### src/sipc_defs.vh
`ifndef SIPC_DEFS_VH
`define SIPC_DEFS_VH

// Register word indices; byte address is four times the index
`define SIPC_IDX_STATUS 8'h00
`define SIPC_IDX_MASK 8'h01
`define SIPC_IDX_PINCFG 8'h02
`define SIPC_IDX_FIFOTH 8'h06
`define SIPC_IDX_IRQST 8'h10
`define SIPC_IDX_IRQEN 8'h11

// Status / mask field positions
`define SIPC_B_SECOND 6
`define SIPC_B_FIRST 5

// Pin configuration field positions
`define SIPC_B_P1_DRV 9
`define SIPC_B_P1_POL 8
`define SIPC_B_P0_ENA 2
`define SIPC_B_P0_DRV 1
`define SIPC_B_P0_POL 0

// Reset values and writable masks
`define SIPC_RST_MASK 16'h01FF
`define SIPC_RST_PINCFG 16'h0000
`define SIPC_RST_FIFOTH 16'h0000
`define SIPC_RST_IRQEN 2'h0
`define SIPC_WMASK_PINCFG 16'h0307
`define SIPC_WMASK_FIFOTH 16'h3F00
`define SIPC_W1C_STATUS 16'h00FF

`endif

### src/sipc_flag.v
`timescale 1ns/100ps
// Sticky flag; set wins over a write-one clear
module sipc_flag (
    clk,
    reset_n,
    set,
    clr,
    flag_q
);
    input wire clk;
    input wire reset_n;
    input wire set;
    input wire clr;
    output reg flag_q;

    always @(posedge clk) begin
        if (!reset_n) begin
            flag_q <= 1'b0;
        end else if (set) begin
            flag_q <= 1'b1;
        end else if (clr) begin
            flag_q <= 1'b0;
        end
    end
endmodule

### src/sipc_pin.v
`timescale 1ns/100ps
// Pin driver: polarity, drive mode, enable
module sipc_pin (
    clk,
    reset_n,
    irq,
    pol,
    drv_od,
    ena,
    pin_o_q,
    pin_oe_n_q
);
    input wire clk;
    input wire reset_n;
    input wire irq;
    input wire pol;
    input wire drv_od;
    input wire ena;
    output reg pin_o_q;
    output reg pin_oe_n_q;

    always @(posedge clk) begin
        if (!reset_n) begin
            pin_o_q <= 1'b0;
            pin_oe_n_q <= 1'b1;
        end else begin
            pin_o_q <= irq ^ pol;
            pin_oe_n_q <= ~(ena & (~drv_od | irq));
        end
    end
endmodule

### src/sipc_top.v
`timescale 1ns/100ps
// Notes on behaviour
// [RQ1] Second-slot sample events raise an interrupt only while second_slot_irq_mask is 0; reset 1.
// [RQ2] First-slot sample events raise an interrupt only while first_slot_irq_mask is 0; reset 1.
// [RQ3] pin_one is driven always when its drive mode is 0, else only while the interrupt is asserted.
// [RQ4] pin_one is active high with polarity 0 and active low with polarity 1.
// [RQ5] pin_zero floats while pin_zero_enable is 0, whatever the interrupt state.
// [RQ6] Disabling pin_zero leaves the status register recording and reporting events.
// [RQ7] pin_zero is driven always when its drive mode is 0, else only while the interrupt is asserted.
// [RQ8] pin_zero is active high with polarity 0 and active low with polarity 1.
// [RQ9] Slot status flags read 1 after an event; writing 1 clears, writing 0 leaves them.
// [RQ10] The interrupt level is high while any pending flag has its mask bit cleared.
`include "sipc_defs.vh"

module sipc_top (
    clk,
    reset_n,
    psel,
    penable,
    pwrite,
    paddr,
    pwdata,
    prdata,
    pready,
    pslverr,
    first_slot_evt,
    second_slot_evt,
    irq_q,
    pin_zero_o,
    pin_zero_oe_n,
    pin_one_o,
    pin_one_oe_n
);
    input wire clk;
    input wire reset_n;
    input wire psel;
    input wire penable;
    input wire pwrite;
    input wire [11:0] paddr;
    input wire [31:0] pwdata;
    output reg [31:0] prdata;
    output reg pready;
    output reg pslverr;
    input wire first_slot_evt;
    input wire second_slot_evt;
    output reg irq_q;
    output wire pin_zero_o;
    output wire pin_zero_oe_n;
    output wire pin_one_o;
    output wire pin_one_oe_n;

    reg [15:0] mask_q;
    reg [15:0] mask_d;
    reg [15:0] pincfg_q;
    reg [15:0] pincfg_d;
    reg [15:0] fifoth_q;
    reg [15:0] fifoth_d;
    reg [1:0] irq_en_q;
    reg [1:0] irq_en_d;
    reg [1:0] ev_flag_q;
    reg [1:0] ev_flag_d;
    reg irq_d;
    reg [15:0] rd_d;
    reg [31:0] prdata_d;
    reg pready_d;
    reg pslverr_d;
    wire first_flag;
    wire second_flag;
    wire first_pend;
    wire second_pend;
    wire [1:0] ev_flag;
    wire [8:0] idx;
    wire setup;
    wire access;
    wire wr;
    wire hit_st;
    wire hit_mk;
    wire hit_pc;
    wire hit_ft;
    wire hit_is;
    wire hit_ie;
    wire hit_any;

    // Word index from byte address; misaligned or out-of-window addresses map nowhere
    function [8:0] word_idx;
        input [11:0] a;
        begin
            if ((a[1:0] == 2'h0) && (a[11:10] == 2'h0)) begin
                word_idx = {1'b0, a[9:2]};
            end else begin
                word_idx = 9'h1FF;
            end
        end
    endfunction

    // True when the decoded index selects the given register
    function reg_hit;
        input [8:0] i;
        input [7:0] r;
        begin
            reg_hit = (i == {1'b0, r});
        end
    endfunction

    // Sticky bits: a fresh set wins over a write-one clear
    function [1:0] w1c_upd;
        input [1:0] cur;
        input [1:0] set;
        input [1:0] clr;
        begin
            w1c_upd = set | (cur & ~clr);
        end
    endfunction

    // Only the writable bits of a register take the written value
    function [15:0] wr_merge;
        input [15:0] cur;
        input [15:0] d;
        input [15:0] m;
        begin
            wr_merge = (d & m) | (cur & ~m);
        end
    endfunction

    // Bus decode
    assign idx = word_idx(paddr);
    assign setup = psel & ~penable;
    // Writes land on the edge that completes the access phase
    assign access = psel & penable & pready;
    assign wr = access & pwrite;
    assign hit_st = reg_hit(idx, `SIPC_IDX_STATUS);
    assign hit_mk = reg_hit(idx, `SIPC_IDX_MASK);
    assign hit_pc = reg_hit(idx, `SIPC_IDX_PINCFG);
    assign hit_ft = reg_hit(idx, `SIPC_IDX_FIFOTH);
    assign hit_is = reg_hit(idx, `SIPC_IDX_IRQST);
    assign hit_ie = reg_hit(idx, `SIPC_IDX_IRQEN);
    assign hit_any = hit_st | hit_mk | hit_pc | hit_ft | hit_is | hit_ie;

    // Status flags keep recording regardless of pin state
    sipc_flag u_first (
        .clk(clk),
        .reset_n(reset_n),
        .set(first_slot_evt),
        .clr(wr & hit_st & pwdata[`SIPC_B_FIRST]),
        .flag_q(first_flag)
    ); // [RQ6] [RQ9]

    sipc_flag u_second (
        .clk(clk),
        .reset_n(reset_n),
        .set(second_slot_evt),
        .clr(wr & hit_st & pwdata[`SIPC_B_SECOND]),
        .flag_q(second_flag)
    ); // [RQ9]

    assign first_pend = first_flag & ~mask_q[`SIPC_B_FIRST]; // [RQ2]
    assign second_pend = second_flag & ~mask_q[`SIPC_B_SECOND]; // [RQ1]

    always @* begin
        irq_d = first_pend | second_pend; // [RQ10]
    end

    // Edges of the interrupt level for the wrapper status register
    assign ev_flag = {irq_d & ~irq_q, ~irq_d & irq_q};

    always @* begin
        ev_flag_d = w1c_upd(ev_flag_q, ev_flag, {2{wr & hit_is}} & pwdata[1:0]);
    end

    always @(posedge clk) begin
        if (!reset_n) begin
            irq_q <= 1'b0;
            ev_flag_q <= 2'h0;
        end else begin
            irq_q <= irq_d; // [RQ10]
            ev_flag_q <= ev_flag_d;
        end
    end

    // Pins and irq_q are registered from one level, so they change together
    sipc_pin u_pin0 (
        .clk(clk),
        .reset_n(reset_n),
        .irq(irq_d),
        .pol(pincfg_q[`SIPC_B_P0_POL]),
        .drv_od(pincfg_q[`SIPC_B_P0_DRV]),
        .ena(pincfg_q[`SIPC_B_P0_ENA]),
        .pin_o_q(pin_zero_o),
        .pin_oe_n_q(pin_zero_oe_n)
    ); // [RQ5] [RQ7] [RQ8]

    sipc_pin u_pin1 (
        .clk(clk),
        .reset_n(reset_n),
        .irq(irq_d),
        .pol(pincfg_q[`SIPC_B_P1_POL]),
        .drv_od(pincfg_q[`SIPC_B_P1_DRV]),
        .ena(1'b1),
        .pin_o_q(pin_one_o),
        .pin_oe_n_q(pin_one_oe_n)
    ); // [RQ3] [RQ4]

    // Mask register
    always @* begin
        mask_d = mask_q;
        if (wr & hit_mk) begin
            mask_d = pwdata[15:0]; // [RQ1] [RQ2]
        end
    end

    always @(posedge clk) begin
        if (!reset_n) begin
            mask_q <= `SIPC_RST_MASK;
        end else begin
            mask_q <= mask_d;
        end
    end

    // Pin configuration register
    always @* begin
        pincfg_d = pincfg_q;
        if (wr & hit_pc) begin
            pincfg_d = wr_merge(pincfg_q, pwdata[15:0], `SIPC_WMASK_PINCFG);
        end
    end

    always @(posedge clk) begin
        if (!reset_n) begin
            pincfg_q <= `SIPC_RST_PINCFG;
        end else begin
            pincfg_q <= pincfg_d;
        end
    end

    // FIFO threshold: storage only in this block
    always @* begin
        fifoth_d = fifoth_q;
        if (wr & hit_ft) begin
            fifoth_d = wr_merge(fifoth_q, pwdata[15:0], `SIPC_WMASK_FIFOTH);
        end
    end

    always @(posedge clk) begin
        if (!reset_n) begin
            fifoth_q <= `SIPC_RST_FIFOTH;
        end else begin
            fifoth_q <= fifoth_d;
        end
    end

    // Wrapper interrupt enable: storage only
    always @* begin
        irq_en_d = irq_en_q;
        if (wr & hit_ie) begin
            irq_en_d = pwdata[1:0];
        end
    end

    always @(posedge clk) begin
        if (!reset_n) begin
            irq_en_q <= `SIPC_RST_IRQEN;
        end else begin
            irq_en_q <= irq_en_d;
        end
    end

    // Read data, chosen in the setup cycle
    always @* begin
        rd_d = 16'h0000;
        if (hit_st) begin
            rd_d[`SIPC_B_FIRST] = first_flag; // [RQ6] [RQ9]
            rd_d[`SIPC_B_SECOND] = second_flag; // [RQ9]
        end else if (hit_mk) begin
            rd_d = mask_q;
        end else if (hit_pc) begin
            rd_d = pincfg_q;
        end else if (hit_ft) begin
            rd_d = fifoth_q;
        end else if (hit_is) begin
            rd_d = {14'h0000, ev_flag_q};
        end else if (hit_ie) begin
            rd_d = {14'h0000, irq_en_q};
        end
    end

    // One wait-free answer: pready high in the access phase
    always @* begin
        pready_d = setup;
        pslverr_d = setup & ~hit_any;
        prdata_d = prdata;
        if (setup & ~pwrite) begin
            prdata_d = {16'h0000, rd_d};
        end
    end

    always @(posedge clk) begin
        if (!reset_n) begin
            prdata <= 32'h00000000;
            pready <= 1'b0;
            pslverr <= 1'b0;
        end else begin
            prdata <= prdata_d;
            pready <= pready_d;
            pslverr <= pslverr_d;
        end
    end
endmodule

### config.mk
export PLATFORM = sky130hd
export DESIGN_NAME = sipc_top
export DESIGN_NICKNAME = d
export VERILOG_FILES = /design/src/sipc_flag.v /design/src/sipc_pin.v /design/src/sipc_top.v
export VERILOG_INCLUDE_DIRS = /design/src /design/src/src
export SDC_FILE = /design/constraint.sdc
export NUM_CORES = 1
export LEC_CHECK = 0
export BUFFER_PORTS_ARGS = -buffer_cell sky130_fd_sc_hd__buf_2
export CAP_MARGIN = 0
export CELL_PAD_IN_SITES_DETAIL_PLACEMENT = 1
export CELL_PAD_IN_SITES_GLOBAL_PLACEMENT = 1
export CORE_MARGIN = 1.5
export CORE_UTILIZATION = 30
export CTS_BUF_LIST = sky130_fd_sc_hd__clkbuf_8
export DETAILED_ROUTE_END_ITERATION = 6
export PLACE_DENSITY = 0.75
export SYNTH_ARGS = -nofsm -noshare
export SYNTH_HDL_FRONTEND = slang
export SYNTH_SLANG_ARGS = --single-unit
### constraint.sdc
create_clock -name clk -period 5.9 [get_ports clk]
set_clock_uncertainty 0.15 [all_clocks]
set_input_delay 1.77 -clock clk [delete_from_list [all_inputs] [get_ports clk]]
set_output_delay 1.77 -clock clk [all_outputs]
set_load 0.005 [all_outputs]
# Word level (Yosys, flattened, before mapping)
# Cells that the tools add are included.
[classes] eq_ne=5 n_mux=13 bitwise=46 reduce_logical=6
[ops] cell="$mux 16" n=4
[ops] cell="$and 1x1->1" n=19
[ops] cell="$eq 9x5->1 const B" n=2
[ops] cell="$mux 9" n=2
[ops] cell="$or 10x16->16" n=1
[ops] cell="$or 14x16->16" n=1
[ops] cell="$not 1->1" n=11
[ops] cell="$eq 9x1->1 const B" n=1
[ops] cell="$eq 9x2->1 const B" n=1
[ops] cell="$eq 9x3->1 const B" n=1
[ops] cell="$logic_not 9->1" n=1
[ops] cell="$or 1x1->1" n=8
[ops] cell="$mux 5" n=1
[ops] cell="$and 2x2->2" n=2
[ops] cell="$logic_not 2->1" n=2
[ops] cell="$mux 1" n=4
[ops] cell="$mux 2" n=2
[ops] cell="$reduce_bool 2->1" n=2
[ops] cell="$not 2->2" n=1
[ops] cell="$or 2x2->2" n=1
[ops] cell="$xor 1x1->1" n=2
[ops] cell="$logic_and 1x1->1" n=1
[totals] reg_bits=77 input_bits=51 out_inout_bits=39 word_cells=85

# Depth between registers and ports, before layout
[depth] ltp_word=11 mapped_depth=8 ltp_nobuf=4

# Cells and area by module
# From an unflattened synthesis, not the netlist that was laid out.
[unflattened] hier_cells=285 hier_area_um2=2628.8
[modules_own_cells] module="sipc_top" instances=1 cells_each=267 area_each_um2=2413.6
[modules_own_cells] module="sipc_pin" instances=2 cells_each=6 area_each_um2=66.3
[modules_own_cells] module="sipc_flag" instances=2 cells_each=3 area_each_um2=41.3

# Worst setup path after synthesis
# No wires, ideal clock.
[synth_path] path_kind="input-to-reg" start="in paddr[4]" end="reg mask_q[0]" setup_time_ns=0.137 arrival_time_ns=3.416 t_required_ns=5.613 slack_ns=2.197 stages=8 n_path_buf=4 path_cell_list="buf_6 -> or4b_4 -> buf_6 -> or4_4 -> buf_6 -> buf_6 -> nand2_1 -> nand3_1"
[synth_via] elab_chain_cells=3
[synth_lines] element="start, declared" line_no="sipc_top.v:39" source="input wire [11:0] paddr;"
[synth_lines] element="$mux 9" line_no="sipc_top.v:88" source="if ((a[1:0] == 2'h0) && (a[11:10] == 2'h0)) begin"
[synth_lines] element="$eq 9x1->1" line_no="sipc_top.v:101" source="reg_hit = (i == {1'b0, r});"
[synth_lines] element="$and 1x1->1" line_no="sipc_top.v:206" source="if (wr & hit_mk) begin"
[synth_lines] element="end signal, assigned" line_no="sipc_top.v:213" source="mask_q <= `SIPC_RST_MASK;"
[synth_lines] element="end signal, assigned" line_no="sipc_top.v:215" source="mask_q <= mask_d;"
[synth_lines] element="end, declared" line_no="sipc_top.v:52" source="reg [15:0] mask_q;"
# No other way between the ends.
# A chain may end at the register's enable or synchronous reset.

# Worst setup path after layout
[layout_path] start="in paddr[9]" end="reg mask_q[11]"
# The elaborated chain is that of the path after synthesis.

==> results_dict.tcl <==
set metrics [dict create \
    yosysUniqueCellTypes 46 \
    regArea_sq_um 1120 \
    crit_chain "buf_2 -> or4_1 -> nor4_4 -> nand2_1 -> a21oi_1" \
    internal_power_mw 0.521 \
    crit_start "paddr[9]" \
    nNetsFinal 381 \
    rrSetupSlack_ns 3.64 \
    grt_pass1_vias 2195 \
    crit_buf_inv 1 \
    clkTransAtPathRegs_ns 0.10 \
    grt_max_degree 31 \
    r2r_start "pready$_SDFF_PN0_" \
    yosys-top-cells-area "dfxtp_1 44%, nand2_1 7.1%, mux2i_1 5.9%" \
    swShare 0.234 \
    power_leakage_nw 1.31 \
    antenna_cells 0 \
    cts_buffers 5 \
    tns_ns 0 \
    start_kind "input port" \
    die_h_um 94.7 \
    final_area_sq_um 2890 \
    core-area_sq_um 8180 \
    crit_arrival_ns 3.91 \
    use_met3 0.0346 \
    reg2regPathDepth 4 \
    hpwl_um 4970 \
    clockPowerShare 0.374 \
    p_sw_mw 0.159 \
    cts_hold_buf 0 \
    cts_resized 0 \
    synth.top_cell.area_share 0.444 \
    worstMarginPinSlew_ns 1.07 \
    fin_crit_ns 3.82 \
    outcome "complete, no violations" \
    synth_warnings 0 \
    wl_um 6930 \
    wl_per_cell_um 15.9 \
    place_area_sq_um 2780 \
    vdd_drop_max_mv 0.108 \
    setup.worst_path.class "input port to register" \
    area_growth_pct 14.5 \
    rsz0062_at_grt "false" \
    drc_errors 0 \
    grt_first_pass_wirelength_um 10900 \
    critPathCapture "mask_q[11]$_SDFFE_PN0P_" \
    multi_input_area_sq_um 1210 \
    critPathTopFamily "simple AND/OR/NAND/NOR gates" \
    cp_max_fo 18 \
    hold_ws_ns 0.291 \
    max_freq_mhz 262 \
    holdCritPathClass "register to register" \
    initial_core_util 0.309 \
    cts_tree "built" \
    row_count 33 \
    ant_nets 0 \
    hold_violations 0 \
    layout-drive-gt1-share 0.224 \
    slew_headroom 0.283 \
    max_stage_delay_ns 0.95 \
    setup_viol 0 \
    crit_slowest_cell "nor4_4" \
    end_kind "register" \
    busiest_layer "met2" \
    fill_cells 1003 \
    synthCells 285 \
    ys_ff_latch 56 \
    overflow 0 \
    cts_sinks 56 \
    crit_cells 5 \
    r2r_end "mask_q[11]$_SDFFE_PN0P_" \
    dieArea_sq_um 8970 \
    pin_count 90 \
    dr.pass1.iters 4 \
    grt_antenna_before_repair 0 \
    cts_max_level 2 \
    vias_per_cell 5.06 \
    clkLatencyLatePin_ns 0.31 \
    grtUsageMet1 0.204 \
    portBuffers 57 \
    required_ns 5.98 \
    slew_violations 0 \
    power_density_nw_per_um2 235 \
    syn_area_per_cell_sq_um 8.85 \
    die_x_um 94.7 \
    netlist_area_sq_um 2520 \
    yosysSeqAreaShare 0.444 \
    postCtsSetupRepairBufs 0 \
    post-route-period-util 0.648 \
    cts_buffer_depth 2 \
    place_congestion 0.809 \
    maxCapViolCount 0 \
    yosys.area.top_type "dfxtp_1" \
    power_frac_seq 0.560 \
    pwr-share-comb 0.066 \
    vias 2207 \
    use_met2 0.258 \
    global_route.usage.total 0.158 \
    cts_root_buf "clkbuf_8" \
    initialDrtViolationCount 73 \
]
## cells in the final DEF, fill, tap and decap left out, types with 5 or more instances in the layout
cell,n
buf_2,57
dfxtp_1,56
nand2_1,48
nor2_1,32
conb_1,16
mux2i_1,15
a21oi_1,11
a22oi_1,9
nand3_1,8
inv_1,7
clkbuf_8,5
## routing by layer
layer	wire, um	up-vias
li1	-	1064
met3	414	4
met1	3200	1063
met4	63	0
met2	3240	76
met5	0	-
## worst min-delay path by stage
stage / from / end / slack, ns / cells past startpoint
3_5_place_dp: prdata[13]$_SDFFE_PN0P_ / prdata[13]$_SDFFE_PN0P_ / 0.28 / 2
3_3_place_gp: prdata[13]$_SDFFE_PN0P_ / prdata[13]$_SDFFE_PN0P_ / 0.27 / 2
2_1_floorplan: pincfg_q[9]$_SDFFE_PN0P_ / u_pin1.pin_oe_n_q$_SDFF_PN1_ / 0.28 / 2
5_1_grt: prdata[11]$_SDFFE_PN0P_ / prdata[11]$_SDFFE_PN0P_ / 0.32 / 2
4_1_cts: prdata[13]$_SDFFE_PN0P_ / prdata[13]$_SDFFE_PN0P_ / 0.30 / 2
6_report: prdata[13]$_SDFFE_PN0P_ / prdata[13]$_SDFFE_PN0P_ / 0.29 / 2
## state kept, by name (all words and copies together) (netlist names)
| signal | cells |
|---|---|
| prdata | 16 |
| u_pin1.pin_o_q | 1 |
| irq_q | 1 |
| mask_q | 16 |
| irq_en_q | 2 |
| fifoth_q | 6 |
| u_pin1.pin_oe_n_q | 1 |
| pready | 1 |
| u_pin0.pin_oe_n_q | 1 |
| u_second.flag_q | 1 |
| u_first.flag_q | 1 |
| pincfg_q | 5 |
| u_pin0.pin_o_q | 1 |
| ev_flag_q | 2 |
| pslverr | 1 |
## cell type report
class | count | area share
clock buffers | 5 | 0.0238
flip-flops and latches | 56 | 0.388
clock inverters | 3 | 0.0147
inverters | 7 | 0.00909
multi-input cells | 203 | 0.420
well taps | 105 | 0.0455
repair buffers | 57 | 0.0987
## synth_stat cells (all sizes together)
| cell | instances |
|---|---|
| nor3 | 1 |
| o31ai | 1 |
| nor4 | 6 |
| nand2 | 48 |
| or4 | 3 |
| nand3b | 1 |
| mux2 | 2 |
| clkbuf | 12 |
| nand4 | 2 |
| a2111oi | 2 |
| nor3b | 2 |
| a22oi | 9 |
| a31oi | 4 |
| xor2 | 2 |
| o21ai | 3 |
| a21oi | 11 |
| nand3 | 8 |
| o21a | 1 |
| a211oi | 1 |
| nand4bb | 1 |
| conb | 1 |
| or4b | 2 |
| and4 | 1 |
| or3b | 1 |
| o2111ai | 2 |
| a22o | 4 |
| mux2i | 15 |
| nor4bb | 1 |
| a32oi | 4 |
| nor2 | 32 |
| o211ai | 2 |
| and2 | 2 |
| a21o | 3 |
| a41oi | 4 |
| dfxtp | 56 |
| inv | 7 |
| and4b | 2 |
| buf | 22 |
| and3 | 4 |
## metrics by stage
step / total power, mW / instances / util / setup WS, ns
2_1_floorplan: 0.420 / 300 / - / 2.20
3_3_place_gp: 0.432 / 428 / 0.340 / 1.87
3_5_place_dp: 0.434 / 428 / 0.340 / 1.78
4_1_cts: 0.686 / 436 / 0.353 / 2.08
5_1_grt: 0.705 / 436 / 0.353 / 1.93
6_report: 0.679 / 436 / 0.353 / 2.08
## power groups by stage
| stage | Sequential [mW] | Clock [mW] | Combinational [mW] |
|---|---|---|---|
| after global routing | 0.381 | 0.274 | 0.0500 |
| final | 0.381 | 0.254 | 0.0449 |
| after floorplan | 0.389 | 0 | 0.0310 |
| after global placement | 0.389 | 0 | 0.0429 |
| after detailed placement | 0.389 | 0 | 0.0442 |
| after CTS | 0.381 | 0.261 | 0.0445 |
## tightest hold or removal path: stages (launching register included)
cell and delay [ns]:
dfxtp_1 0.32, nand2_1 0.05, nand2_1 0.04
## cell families (layout without fill, tap and decap cells)
group	Yosys count	count (layout)	share of synthesized area
AND/OR/NAND/NOR	117	117	0.238
flip-flops	56	56	0.444
AO/OA/AOI/OAI	51	51	0.144
buffers and inverters	41	72	0.0972
multiplexers	17	17	0.0684
XOR/XNOR	2	2	0.00694
other	1	16	0.00149
No activity file was read; power rests on OpenSTA's default activity.
